`config.mk`:
```
export PLATFORM = sky130hd
export DESIGN_NAME = ccpm_top
export DESIGN_NICKNAME = d
export VERILOG_FILES = /design/src/ccpm_pkg.sv /design/src/ccpm_top.sv
export SDC_FILE = /design/constraint.sdc
export NUM_CORES = 1
export LEC_CHECK = 0
export BUFFER_PORTS_ARGS = -buffer_cell sky130_fd_sc_hd__buf_4
export CAP_MARGIN = 0
export CORE_UTILIZATION = 56
export DETAILED_ROUTE_END_ITERATION = 10
export PLACE_DENSITY = 0.79
export SETUP_SLACK_MARGIN = 0.02
export SKIP_LAST_GASP = 1
export SLEW_MARGIN = 0
export SYNTH_ARGS = -nofsm -noshare
export SYNTH_HDL_FRONTEND = slang
export SYNTH_SLANG_ARGS = --single-unit
```
`constraint.sdc`:
```
create_clock -name clk_in -period 3.7 [get_ports clk_in]
set_clock_uncertainty 0.15 [all_clocks]
set_input_delay 0.185 -clock clk_in [delete_from_list [all_inputs] [get_ports clk_in]]
set_output_delay 0.185 -clock clk_in [all_outputs]
set_load 0.02 [all_outputs]
```
`src/ccpm_pkg.sv`:
```
package ccpm_pkg;

  // Register byte offsets on the bus
  localparam logic [7:0] CCPM_OFS_MEM_TIMING = 8'h00;
  localparam logic [7:0] CCPM_OFS_DIV_SELECT = 8'h04;
  localparam logic [7:0] CCPM_OFS_APPLY_CMD = 8'h08;
  localparam logic [7:0] CCPM_OFS_POWER_CTRL = 8'h0c;
  localparam logic [7:0] CCPM_OFS_STATUS = 8'h10;

  // Reset values
  localparam logic [6:0] CCPM_RST_MEM_TIMING = 7'h71;
  localparam logic [2:0] CCPM_RST_DIV_SELECT = 3'h7;
  localparam logic [3:0] CCPM_RST_POWER_CTRL = 4'h8;

  // Field positions
  localparam int CCPM_FETCH_LSB = 4;
  localparam int CCPM_PCTL_IDLE = 0;
  localparam int CCPM_PCTL_STOP = 1;
  localparam int CCPM_ST_DIV_LSB = 0;
  localparam int CCPM_ST_MODE_LSB = 3;
  localparam int CCPM_ST_IDLE = 8;
  localparam int CCPM_ST_STOP = 9;
  localparam int CCPM_ST_WARM = 10;

  // Apply command key
  localparam logic [7:0] CCPM_APPLY_KEY = 8'h69;

  // Oscillator source strap codes
  localparam logic [2:0] CCPM_OSC_FAST = 3'h0;
  localparam logic [2:0] CCPM_OSC_FAST_RTC = 3'h1;
  localparam logic [2:0] CCPM_OSC_XTAL_HIGH = 3'h2;
  localparam logic [2:0] CCPM_OSC_XTAL_LOW = 3'h3;
  localparam logic [2:0] CCPM_OSC_EXT_CLK = 3'h4;

  // Warm-up counts in oscillator and slow oscillator cycles
  localparam logic [11:0] CCPM_WARM_XTAL_FAST = 12'h800;
  localparam logic [11:0] CCPM_WARM_RC_FAST = 12'h040;
  localparam logic [2:0] CCPM_WARM_SLOW = 3'h5;

  // Power states
  typedef enum logic [2:0] {
    CCPM_RESET_WARM,
    CCPM_NORMAL,
    CCPM_IDLE,
    CCPM_STOP,
    CCPM_WAKE_WARM
  } ccpm_state_e;

  // Classic Wishbone request bundle
  typedef struct packed {
    logic cyc;
    logic stb;
    logic we;
    logic [7:0] adr;
    logic [3:0] sel;
    logic [31:0] dat;
  } ccpm_wb_req_s;

endpackage : ccpm_pkg

```
`src/ccpm_top.sv`:
```
// Chosen here: the Wishbone interface to the registers and the placing of the registers.
`timescale 1ns/100ps
`default_nettype none

module ccpm_top
  import ccpm_pkg::*;
(
  input wire logic clk_in,
  input wire logic rst_in,
  input wire ccpm_wb_req_s wb_req_in,
  output logic wb_ack_out,
  output logic [31:0] wb_dat_out,
  input wire logic [2:0] osc_mode_in,
  input wire logic slow_osc_in,
  input wire logic [7:0] port_zero_in,
  input wire logic [7:0] port_one_in,
  input wire logic irq_event_in,
  input wire logic osc_input_pin_in,
  output logic osc_input_pin_out,
  output logic osc_input_pin_oe_out,
  input wire logic osc_output_pin_in,
  output logic osc_output_pin_out,
  output logic osc_output_pin_oe_out,
  input wire logic gpio_in_pin_dat_in,
  input wire logic gpio_in_pin_oe_in,
  output logic gpio_in_pin_level_out,
  input wire logic gpio_out_pin_dat_in,
  input wire logic gpio_out_pin_oe_in,
  output logic gpio_out_pin_level_out,
  output logic xtal_drive_out,
  output logic timer0_rtc_clk_out,
  output logic cpu_clk_en_out,
  output logic fetch_en_out,
  output logic periph_clk_en_out,
  output logic clkgen_run_out
);

  // Mask of low divider bits that must be all ones for a CPU tick
  function automatic logic [6:0] div_mask(input logic [2:0] sel);
    div_mask = 7'h7f >> sel;
  endfunction : div_mask

  // Source modes whose fast oscillator is an RC type
  function automatic logic is_rc_mode(input logic [2:0] mode);
    is_rc_mode = (mode == CCPM_OSC_FAST) || (mode == CCPM_OSC_FAST_RTC);
  endfunction : is_rc_mode

  ccpm_state_e state; // Power state
  ccpm_state_e next_state; // Next power state
  logic [6:0] mem_timing; // Fetch stretch and memory wait bits
  logic [2:0] div_select; // Divider code written by software
  logic [2:0] div_applied; // Divider code in use
  logic [3:0] power_ctrl; // Low power request and flags
  logic [3:0] next_power_ctrl; // Next power control value
  logic [2:0] osc_mode; // Latched source strap
  logic [6:0] div_cnt; // Free divider counter
  logic [2:0] fetch_cnt; // Ticks since last fetch
  logic [11:0] fast_cnt; // Warm-up fast cycle count
  logic [2:0] slow_cnt; // Warm-up slow edge count
  logic [11:0] fast_target; // Fast cycles for this warm-up

  // Synchroniser stages; first stages feed only second stages
  logic [2:0] mode_s1, mode_s2;
  logic slow_s1, slow_s2, slow_s3;
  logic [15:0] port_s1, port_s2;
  logic [15:0] port_snap; // Pin levels at low-power entry
  logic xin_s1, xin_s2;
  logic osc_output_pin_s1, osc_output_pin_s2;

  // Bus decode
  wire bus_req = wb_req_in.cyc && wb_req_in.stb && !wb_ack_out;
  // Writes land on the edge at which the master sees ack high
  wire bus_wr = wb_req_in.cyc && wb_req_in.stb && wb_ack_out &&
    wb_req_in.we && wb_req_in.sel[0];
  wire wr_mem_timing = bus_wr && (wb_req_in.adr == CCPM_OFS_MEM_TIMING);
  wire wr_div_select = bus_wr && (wb_req_in.adr == CCPM_OFS_DIV_SELECT);
  wire wr_apply = bus_wr && (wb_req_in.adr == CCPM_OFS_APPLY_CMD);
  wire wr_power_ctrl = bus_wr && (wb_req_in.adr == CCPM_OFS_POWER_CTRL);
  wire apply_hit = wr_apply && (wb_req_in.dat[7:0] == CCPM_APPLY_KEY);

  // Status word showing the block's own state
  wire [31:0] status_word = {21'h000000,
    (state == CCPM_RESET_WARM) || (state == CCPM_WAKE_WARM),
    state == CCPM_STOP, state == CCPM_IDLE, 2'h0, osc_mode, div_applied};

  // Read data selection; unmapped and write-only offsets read zero
  wire [31:0] read_word =
    (wb_req_in.adr == CCPM_OFS_MEM_TIMING) ? {25'h0000000, mem_timing} :
    (wb_req_in.adr == CCPM_OFS_DIV_SELECT) ? {29'h00000000, div_select} :
    (wb_req_in.adr == CCPM_OFS_POWER_CTRL) ? {28'h0000000, power_ctrl} :
    (wb_req_in.adr == CCPM_OFS_STATUS) ? status_word : 32'h00000000;

  // Pass-through kept as a function so the compare reads plainly
  function automatic logic [15:0] port_one_in_sync(input logic [15:0] v);
    port_one_in_sync = v;
  endfunction : port_one_in_sync

  // Clock ticks and warm-up progress
  wire cpu_tick = (div_cnt & div_mask(div_applied)) ==
    div_mask(div_applied);
  wire cpu_running = (state == CCPM_NORMAL);
  // Last tick is withheld on the edge that leaves normal mode
  wire cpu_step = cpu_running && cpu_tick && (next_state == CCPM_NORMAL);
  wire [2:0] fetch_stretch = mem_timing[CCPM_FETCH_LSB +: 3];
  wire fetch_hit = (fetch_cnt == fetch_stretch);
  wire slow_edge = slow_s2 && !slow_s3;
  wire fast_done = (fast_cnt == fast_target);
  wire warm_done = fast_done && (slow_cnt == CCPM_WARM_SLOW) ;
  wire port_change = ({port_one_in_sync(port_s2)} != port_snap);
  wire in_warm = (state == CCPM_RESET_WARM) || (state == CCPM_WAKE_WARM);

  // Pin roles per source mode
  wire mode_gpio_in = (osc_mode == CCPM_OSC_FAST);
  wire mode_gpio_out = (osc_mode == CCPM_OSC_FAST) ||
    (osc_mode == CCPM_OSC_EXT_CLK);
  wire mode_xtal = (osc_mode == CCPM_OSC_FAST_RTC) ||
    (osc_mode == CCPM_OSC_XTAL_HIGH) ||
    (osc_mode == CCPM_OSC_XTAL_LOW);

  // Power state sequencing
  always_comb begin
    next_state = state;
    case (state)
      CCPM_RESET_WARM: begin
        if (warm_done) begin
          next_state = CCPM_NORMAL;
        end
      end
      CCPM_NORMAL: begin
        // Stop takes priority when both bits are set
        if (power_ctrl[CCPM_PCTL_STOP]) begin
          next_state = CCPM_STOP;
        end else if (power_ctrl[CCPM_PCTL_IDLE]) begin
          next_state = CCPM_IDLE;
        end
      end
      CCPM_IDLE: begin
        if (port_change || irq_event_in) begin
          next_state = CCPM_NORMAL;
        end
      end
      CCPM_STOP: begin
        // Interrupts are ignored here; only pins wake
        if (port_change) begin
          next_state = CCPM_WAKE_WARM;
        end
      end
      CCPM_WAKE_WARM: begin
        if (warm_done) begin
          next_state = CCPM_NORMAL;
        end
      end
      default: begin
        next_state = CCPM_RESET_WARM;
      end
    endcase
  end

  // Power control bits; hardware clears the request on wake
  always_comb begin
    next_power_ctrl = power_ctrl;
    if ((state == CCPM_IDLE) && (next_state == CCPM_NORMAL)) begin
      next_power_ctrl[CCPM_PCTL_IDLE] = 1'b0;
    end
    if ((state == CCPM_STOP) && (next_state == CCPM_WAKE_WARM)) begin
      next_power_ctrl[CCPM_PCTL_STOP] = 1'b0;
    end
    // CPU is gated in low power, so a write never meets a clear
    if (wr_power_ctrl) begin
      next_power_ctrl = wb_req_in.dat[3:0];
    end
  end

  // Synchronisers for pins, strap and slow oscillator
  always_ff @(posedge clk_in) begin
    mode_s1 <= osc_mode_in;
    mode_s2 <= mode_s1;
    slow_s1 <= slow_osc_in;
    slow_s2 <= slow_s1;
    slow_s3 <= slow_s2;
    port_s1 <= {port_one_in, port_zero_in};
    port_s2 <= port_s1;
    xin_s1 <= osc_input_pin_in;
    xin_s2 <= xin_s1;
    osc_output_pin_s1 <= osc_output_pin_in;
    osc_output_pin_s2 <= osc_output_pin_s1;
  end

  // Snapshot of pin levels, frozen once low power is entered
  always_ff @(posedge clk_in) begin
    if (rst_in) begin
      port_snap <= 16'h0000;
    end else if (state == CCPM_NORMAL) begin
      port_snap <= port_s2;
    end
  end

  // Software registers; contents survive stop, except the stop request bit, cleared on wake
  always_ff @(posedge clk_in) begin
    if (rst_in) begin
      mem_timing <= CCPM_RST_MEM_TIMING;
      div_select <= CCPM_RST_DIV_SELECT;
      div_applied <= CCPM_RST_DIV_SELECT;
      power_ctrl <= CCPM_RST_POWER_CTRL;
    end else begin
      if (wr_mem_timing) begin
        mem_timing <= wb_req_in.dat[6:0];
      end
      if (wr_div_select) begin
        div_select <= wb_req_in.dat[2:0];
      end
      // Other values in the command register are ignored
      if (apply_hit) begin
        div_applied <= div_select;
      end
      power_ctrl <= next_power_ctrl;
    end
  end

  // Wishbone answer, one cycle after the request
  always_ff @(posedge clk_in) begin
    if (rst_in) begin
      wb_ack_out <= 1'b0;
      wb_dat_out <= 32'h00000000;
    end else begin
      wb_ack_out <= bus_req;
      wb_dat_out <= bus_req ? read_word : 32'h00000000;
    end
  end

  // State register and strap capture after reset release
  always_ff @(posedge clk_in) begin
    if (rst_in) begin
      state <= CCPM_RESET_WARM;
      // Strap taken already in reset so pads never start in a wrong role
      osc_mode <= mode_s2;
    end else begin
      state <= next_state;
      if (state == CCPM_RESET_WARM) begin
        osc_mode <= mode_s2;
      end
    end
  end

  // Warm-up counters: fast cycles first, then slow edges
  always_ff @(posedge clk_in) begin
    if (rst_in) begin
      fast_cnt <= 12'h000;
      slow_cnt <= 3'h0;
      fast_target <= CCPM_WARM_XTAL_FAST;
    end else if (in_warm) begin
      if (!fast_done) begin
        fast_cnt <= fast_cnt + 12'h001;
      end else if (slow_edge && (slow_cnt != CCPM_WARM_SLOW)) begin
        slow_cnt <= slow_cnt + 3'h1;
      end
    end else begin
      fast_cnt <= 12'h000;
      slow_cnt <= 3'h0;
      // RC sources settle faster after stop than crystals
      fast_target <= is_rc_mode(osc_mode) ? CCPM_WARM_RC_FAST :
        CCPM_WARM_XTAL_FAST;
    end
  end

  // Divider counter halts with the clock generator in stop
  always_ff @(posedge clk_in) begin
    if (rst_in) begin
      div_cnt <= 7'h00;
    end else if (state != CCPM_STOP) begin
      div_cnt <= div_cnt + 7'h01;
    end
  end

  // Fetch stretch counter and clock enables
  always_ff @(posedge clk_in) begin
    if (rst_in) begin
      fetch_cnt <= 3'h0;
      cpu_clk_en_out <= 1'b0;
      fetch_en_out <= 1'b0;
      periph_clk_en_out <= 1'b0;
      clkgen_run_out <= 1'b1;
    end else begin
      cpu_clk_en_out <= cpu_step;
      fetch_en_out <= cpu_step && fetch_hit;
      if (cpu_step) begin
        fetch_cnt <= fetch_hit ? 3'h0 : fetch_cnt + 3'h1;
      end
      // Peripherals keep running in idle, not in stop or warm-up
      periph_clk_en_out <= (next_state == CCPM_NORMAL) ||
        (next_state == CCPM_IDLE);
      clkgen_run_out <= (next_state != CCPM_STOP);
    end
  end

  // Oscillator pin roles; crystal modes leave the pads undriven
  always_ff @(posedge clk_in) begin
    if (rst_in) begin
      osc_input_pin_out <= 1'b0;
      osc_input_pin_oe_out <= 1'b0;
      osc_output_pin_out <= 1'b0;
      osc_output_pin_oe_out <= 1'b0;
      gpio_in_pin_level_out <= 1'b0;
      gpio_out_pin_level_out <= 1'b0;
      xtal_drive_out <= 1'b0;
      timer0_rtc_clk_out <= 1'b0;
    end else begin
      osc_input_pin_out <= mode_gpio_in && gpio_in_pin_dat_in;
      osc_input_pin_oe_out <= mode_gpio_in && gpio_in_pin_oe_in;
      osc_output_pin_out <= mode_gpio_out && gpio_out_pin_dat_in;
      osc_output_pin_oe_out <= mode_gpio_out && gpio_out_pin_oe_in;
      gpio_in_pin_level_out <= mode_gpio_in && xin_s2;
      gpio_out_pin_level_out <= mode_gpio_out && osc_output_pin_s2;
      xtal_drive_out <= mode_xtal && (next_state != CCPM_STOP);
      // Low-speed crystal clock goes to timer zero in RTC mode
      timer0_rtc_clk_out <= (osc_mode == CCPM_OSC_FAST_RTC) &&
        xin_s2;
    end
  end

endmodule : ccpm_top

`default_nettype wire

```
* After elaboration in Yosys (flattened, before gate mapping) *
Cells that the tools add are included.

storage, ports and cells
  word-level logic and storage cells = 136
  output and inout bits = 45
  register bits = 144

operators by class
  bitwise gates (word level) = 4
  add/subtract/negate cells = 4
  reduce and logical (&&, ||, !) cells = 46
  equality and inequality tests = 24
  muxes and demuxes = 17
  shift operators = 1

operator list
  operator                                                               count
  1-bit logical AND                                                      26
  3-bit 2-to-1 mux                                                       8
  7-bit 2-to-1 mux                                                       3
  8-bit by 4-bit equality test with 1-bit output, second input constant  2
  16-bit inequality test                                                 1
  3-bit by 2-bit equality test with 1-bit output, second input constant  5
  12-bit by 1-bit adder with 12-bit output, second input constant        1
  12-bit equality test                                                   1
  3-bit equality test, second input constant                             4
  12-bit 2-to-1 mux                                                      1
  3-bit case mux with 4 select lines                                     1
  3-bit by 1-bit equality test with 1-bit output, second input constant  3
  8-bit by 3-bit equality test with 1-bit output, second input constant  1
  8-bit by 5-bit equality test with 1-bit output, second input constant  1
  8-bit by 7-bit equality test with 1-bit output, second input constant  1
  8-bit logical NOT                                                      1
  7-bit by 1-bit adder with 7-bit output, second input constant          1
  7-bit bitwise AND                                                      1
  7-bit equality test                                                    1
  1-bit logical OR                                                       7
  7-bit by 3-bit right shift with 7-bit output, first input constant     1
  3-bit by 1-bit adder with 3-bit output, second input constant          2
  3-bit logical NOT                                                      2
  6-bit 2-to-1 mux                                                       1
  11 further kinds                                                       20

* Logic depth before layout (Yosys ltp) *
  word-level depth = 8
  depth in mapped cells = 9
  mapped depth without buffers = 8

* Worst setup path after synthesis *
Ideal clock, no wire load.

  kind = register -> register
  from = register fast_cnt[0]
  to = register periph_clk_en_out
  setup time = 121 ps
  clock period less this slack = 2072 ps
  stages on the path, launching flop included = 10
  setup slack = 1628 ps
  arrival time = 1801 ps
  path through = dfxtp_1 inv_1 ha_1 nor2b_1 nand4_1 or2_1 clkbuf_1 o32a_1 o211ai_2 mux2_2

between the ends
  word-level cells in the longest chain between the ends = 6
  elaborated cells between the ends (all ways) = 7
  classes of those cells = 3 x eq/ne; 2 x mux; 2 x reduce/logical

RTL lines
  element                                                                                                           line                              source
  start, declared                                                                                                   ccpm_top.sv:58                    logic [11:0] fast_cnt;
  start signal, assigned                                                                                            ccpm_top.sv:253                   fast_cnt <= fast_cnt + 12'h001;
  12-bit equality test *                                                                                            ccpm_top.sv:107                   wire fast_done = (fast_cnt == fast_target);
  1-bit logical AND *                                                                                               ccpm_top.sv:108                   wire warm_done = fast_done && (slow_cnt == CCPM_WARM_SLOW) ;
  3-bit 2-to-1 mux *                                                                                                ccpm_top.sv:125, ccpm_top.sv:149
  3-bit case mux with 4 select lines *                                                                              ccpm_top.sv:123                   case (state)
  3-bit by 1-bit equality test with 1-bit output or 3-bit by 2-bit equality test with 1-bit output (tied branches)  ccpm_top.sv:290, ccpm_top.sv:291
  1-bit logical OR *                                                                                                ccpm_top.sv:290                   periph_clk_en_out <= (next_state == CCPM_NORMAL) ||
  end signal, assigned                                                                                              ccpm_top.sv:290
  end, declared                                                                                                     ccpm_top.sv:34                    output logic periph_clk_en_out,

Mark *: on every way between the ends. The rest lies on a longest branch, timed or not.
A chain may end at the register's enable or synchronous reset.

* Worst setup path after layout *
  from = input port wb_req_in[45] in the netlist's numbering
  to = register wb_dat_out[5]

between the ends
  word-level cells in the longest chain between the ends = 4

RTL lines
  element                              line             source
  start, declared                      ccpm_top.sv:10   input wire ccpm_wb_req_s wb_req_in,
  1-bit logical AND (2 in series)      ccpm_top.sv:71   wire bus_req = wb_req_in.cyc && wb_req_in.stb && !wb_ack_out;
  1-bit inverter (no source line)      n/a
  2-bit OR reduction (no source line)  n/a
  end signal, assigned                 ccpm_top.sv:227  wb_dat_out <= bus_req ? read_word : 32'h00000000;
  end, declared                        ccpm_top.sv:12   output logic [31:0] wb_dat_out,

Every way passes these cells.

==> summary.log <==
qor: cts.cts_tree built
qor: outcome.result_of_the_run completed
qor: synth.synth.ff_latch_count 134
qor: synth.netlist_area 4850 um^2
qor: worst_setup_path.worstSetupStartpoint wb_req_in[45]
qor: worst_setup_path.cp-start-kind input pin
qor: timing.hold_violations 0
qor: die.core_area 8300 um^2
qor: synth.synth_top_cells_by_count 131 x dfxtp_1, 63 x nand2_1, 46 x nor2_1
qor: worst_setup_path.critical_path_required 4.00 ns
qor: cts.cts_made_buffers 17
qor: finish.layout.filler_cells 521
qor: cts.worst_setup_hold_path_clk_slew 0.06 ns
qor: global_route.global_route_layer_with_the_greatest_usage met2
qor: power.powerDensity 503 nW/um^2
qor: timing.fin_crit 2.45 ns
qor: drt.drt_pre_antenna_iters 4
qor: drt.wl_per_cell 14.5 um
qor: drt.wl 10400 um
qor: timing.tns 0 ns
qor: worst_setup_path.worstReg2RegStart state[0]
qor: cts.post_cts_buffers 0
qor: global_route.grtUsageMet3 0.0774
qor: cts.cts.sink_count 134
qor: power.power.leakage 2.76 nW
qor: place.port_buffers 71
qor: timing.final_worst_path_cycle_share 0.663
qor: drt.drc_errors 0
qor: finish.layout-drive-gt1-share 0.176
qor: worst_setup_path.worst-endpoint-arrival 2.76 ns
qor: run.max_cap_viol_count 0
qor: synth.synth_top_area_cell dfxtp_1
qor: min_path.hold_start wb_req_in[46]
qor: synth.synth-edff-count 3
qor: worst_setup_path.critPathMaxFanout 5
qor: global_route.use_met2 0.439
qor: drt.num_vias 3752
qor: die.design.portCount 121
qor: global_route.grt_pass1_wl 17000 um
qor: worst_setup_path.critPathKind in -> reg
qor: die.initial_core_util 0.585
qor: synth.synth_cell_types 49
qor: place.dpl.cell_count 646
qor: timing.slew_at_the_pin_with_the_worst_max_slew_slack 1.03 ns
qor: finish.nNetsFinal 688
qor: worst_setup_path.critical_path.max_stage_delay 0.60 ns
qor: global_route.total_global_route_track_usage 0.250
qor: global_route.via_count_of_the_first_global_routing_pass 3663
qor: worst_setup_path.critPathCaptureType flop
qor: cts.worst_skew_pair.late_latency 0.52 ns
qor: timing.max_slew_margin 0.313
qor: cts.clockBufferDepth 2
qor: die.placement_rows 33
qor: synth.syn_inst 485
qor: cts.cts.htree.levels 4
qor: global_route.grt_start_max_net_pins 43
qor: global_route.antenna_found_initial 0
qor: finish.syn_to_final_growth 31.6%
qor: synth.top_cells_by_area_synth dfxtp_1 54%, xor2_1 5.8%, nand2_1 4.9%
qor: die.die_height 95.1 um
qor: synth.seq_area_frac_synth 0.559
qor: timing.slew_viol_final 0
qor: die.design.die.area 9040 um^2
qor: synth.synth_top_area_frac 0.540
qor: drt.final_antenna_net_count 0
qor: power.vdd_drop_max 0.000457 V
qor: timing.grt_setup_unrepaired false
qor: synth.yosys_warnings 0
qor: cts.cts-root-buf clkbuf_8
qor: die.die_x 95.1 um
qor: synth.ys.flop_type dfxtp_1
qor: global_route.overflow 0
qor: finish.non_filler_instance_count_after_layout 723
qor: synth.syn_area_per_cell 10.0 um^2
qor: synth.ys_async_sr_fraction 0
qor: synth.leading_cell_type_by_number_of_instances_after_synthesis dfxtp_1
qor: worst_setup_path.crit_slowest_cell dlygate4sd3_1
qor: worst_setup_path.worstPathCellList dlygate4sd3_1 > buf_4 > nand2_1 > dlygate4sd3_1 > nor3_1 > nand4_1 > dlygate4sd3_1 > nor2_1
qor: min_path.hp_class in -> reg
qor: drt.drt_iter0_drc 165
qor: place.place_hpwl 6330 um
qor: timing.setup_violations 0
qor: timing.peak_freq 407 MHz
qor: place.routabilityCongestion 0.882
qor: drt.vias_per_cell 5.19
qor: worst_setup_path.critPathMostFrequentCell dlygate4sd3_1
qor: finish.antenna_cells_inserted 0
qor: global_route.grt_use_met1 0.275
==> worst max-delay path: cells and delay by family <==
kind | cells | cell delay, ns
buf+inv | 4 | 1.84
simple gates | 4 | 0.74
==> layout by cell type, fill, tap and decap left out, types with 3 or more instances in the layout <==
cell,count
and2_1,8
o21ai_0,6
dlygate4sd3_1,46
and3_1,6
nand3b_1,4
nand4_1,8
nand3_1,11
mux2_2,3
nor2b_1,5
nand2_1,63
nor4_1,8
clkbuf_16,16
a211oi_1,3
edfxtp_1,3
mux2i_1,20
nor2_1,46
nand2b_1,3
inv_1,8
nor3_1,11
xor2_1,32
xnor2_1,7
inv_6,3
ha_1,6
conb_1,22
buf_4,71
a21oi_1,30
clkbuf_8,3
dfxtp_1,131
==> flip-flops by register name (all words and copies together) (netlist names), 2 cells and up <==
| register | flops |
|---|---|
| div_select | 3 |
| fetch_cnt | 3 |
| div_applied | 3 |
| fast_cnt | 12 |
| port_s2 | 16 |
| osc_mode | 3 |
| port_s1 | 16 |
| mem_timing | 7 |
| mode_s2 | 3 |
| mode_s1 | 3 |
| state | 3 |
| fast_target | 2 |
| wb_dat_out | 10 |
| div_cnt | 7 |
| port_snap | 16 |
| slow_cnt | 3 |
| power_ctrl | 4 |
==> cell type report <==
| type | instances | area, um^2 | area share |
|---|---|---|---|
| Tap cell | 105 | 131 | 0.0206 |
| Inverter | 8 | 30.0 | 0.00470 |
| Sequential cell | 134 | 2710 | 0.425 |
| Clock buffer | 21 | 449 | 0.0703 |
| Timing Repair Buffer | 117 | 993 | 0.156 |
| Multi-Input combinational cell | 328 | 1970 | 0.309 |
| Clock inverter | 10 | 96.3 | 0.0151 |
==> cells by family (layout without fill, tap and decap cells) <==
group	Yosys count	count (layout)	share of synthesized area
AO/OA/AOI/OAI	52	52	0.0649
buffers and inverters	44	156	0.0518
flip-flops	134	134	0.559
XOR/XNOR	39	39	0.0704
other	1	22	0.000772
AND/OR/NAND/NOR	186	186	0.190
multiplexers	23	23	0.0482
adder cells (fa/ha/maj)	6	6	0.0155
==> stage by stage <==
stage | util | setup WS [ns] | total power, mW | hold WS [ns] | area [um^2]
floorplan | - | 1.63 | 1.62 | 0.0627 | 4930
global placement | 0.648 | 1.37 | 1.66 | 0.139 | 5380
detailed placement | 0.648 | 1.30 | 1.67 | 0.141 | 5380
CTS | 0.770 | 1.29 | 3.23 | 0.00134 | 6390
global route | 0.770 | 1.12 | 3.32 | 0.0640 | 6390
finish | 0.770 | 1.25 | 3.22 | 0.0508 | 6390
==> where the power goes <==
| part | switching (mW) | internal [mW] | total, mW |
|---|---|---|---|
| Sequential | 0.0232 | 1.49 | 1.51 |
| Clock | 0.610 | 0.927 | 1.54 |
| Combinational | 0.0818 | 0.0881 | 0.170 |
==> final timing paths <==
kind	end	slack, ns	cells past startpoint
setup / recovery	wb_dat_out[5]	1.25	8
hold / removal	div_select[1]	0.05	5
setup reg to reg	fetch_cnt[2]	1.29	5
hold reg to reg	port_s2[12]	0.18	0
==> routing by layer <==
metal / vias to the layer above / wire length [um]
li1: 1839 / -
met4: 0 / 254
met1: 1737 / 4300
met2: 153 / 5300
met5: - / 0
met3: 23 / 595
==> timing repair <==
item | in CTS | in global routing
setup endpoints to repair | 0 | 0
hold endpoints to repair | 81 | 0
resized for setup | 0 | 0
hold buffers | 46 | 0
No activity file was read; power rests on OpenSTA's default activity.
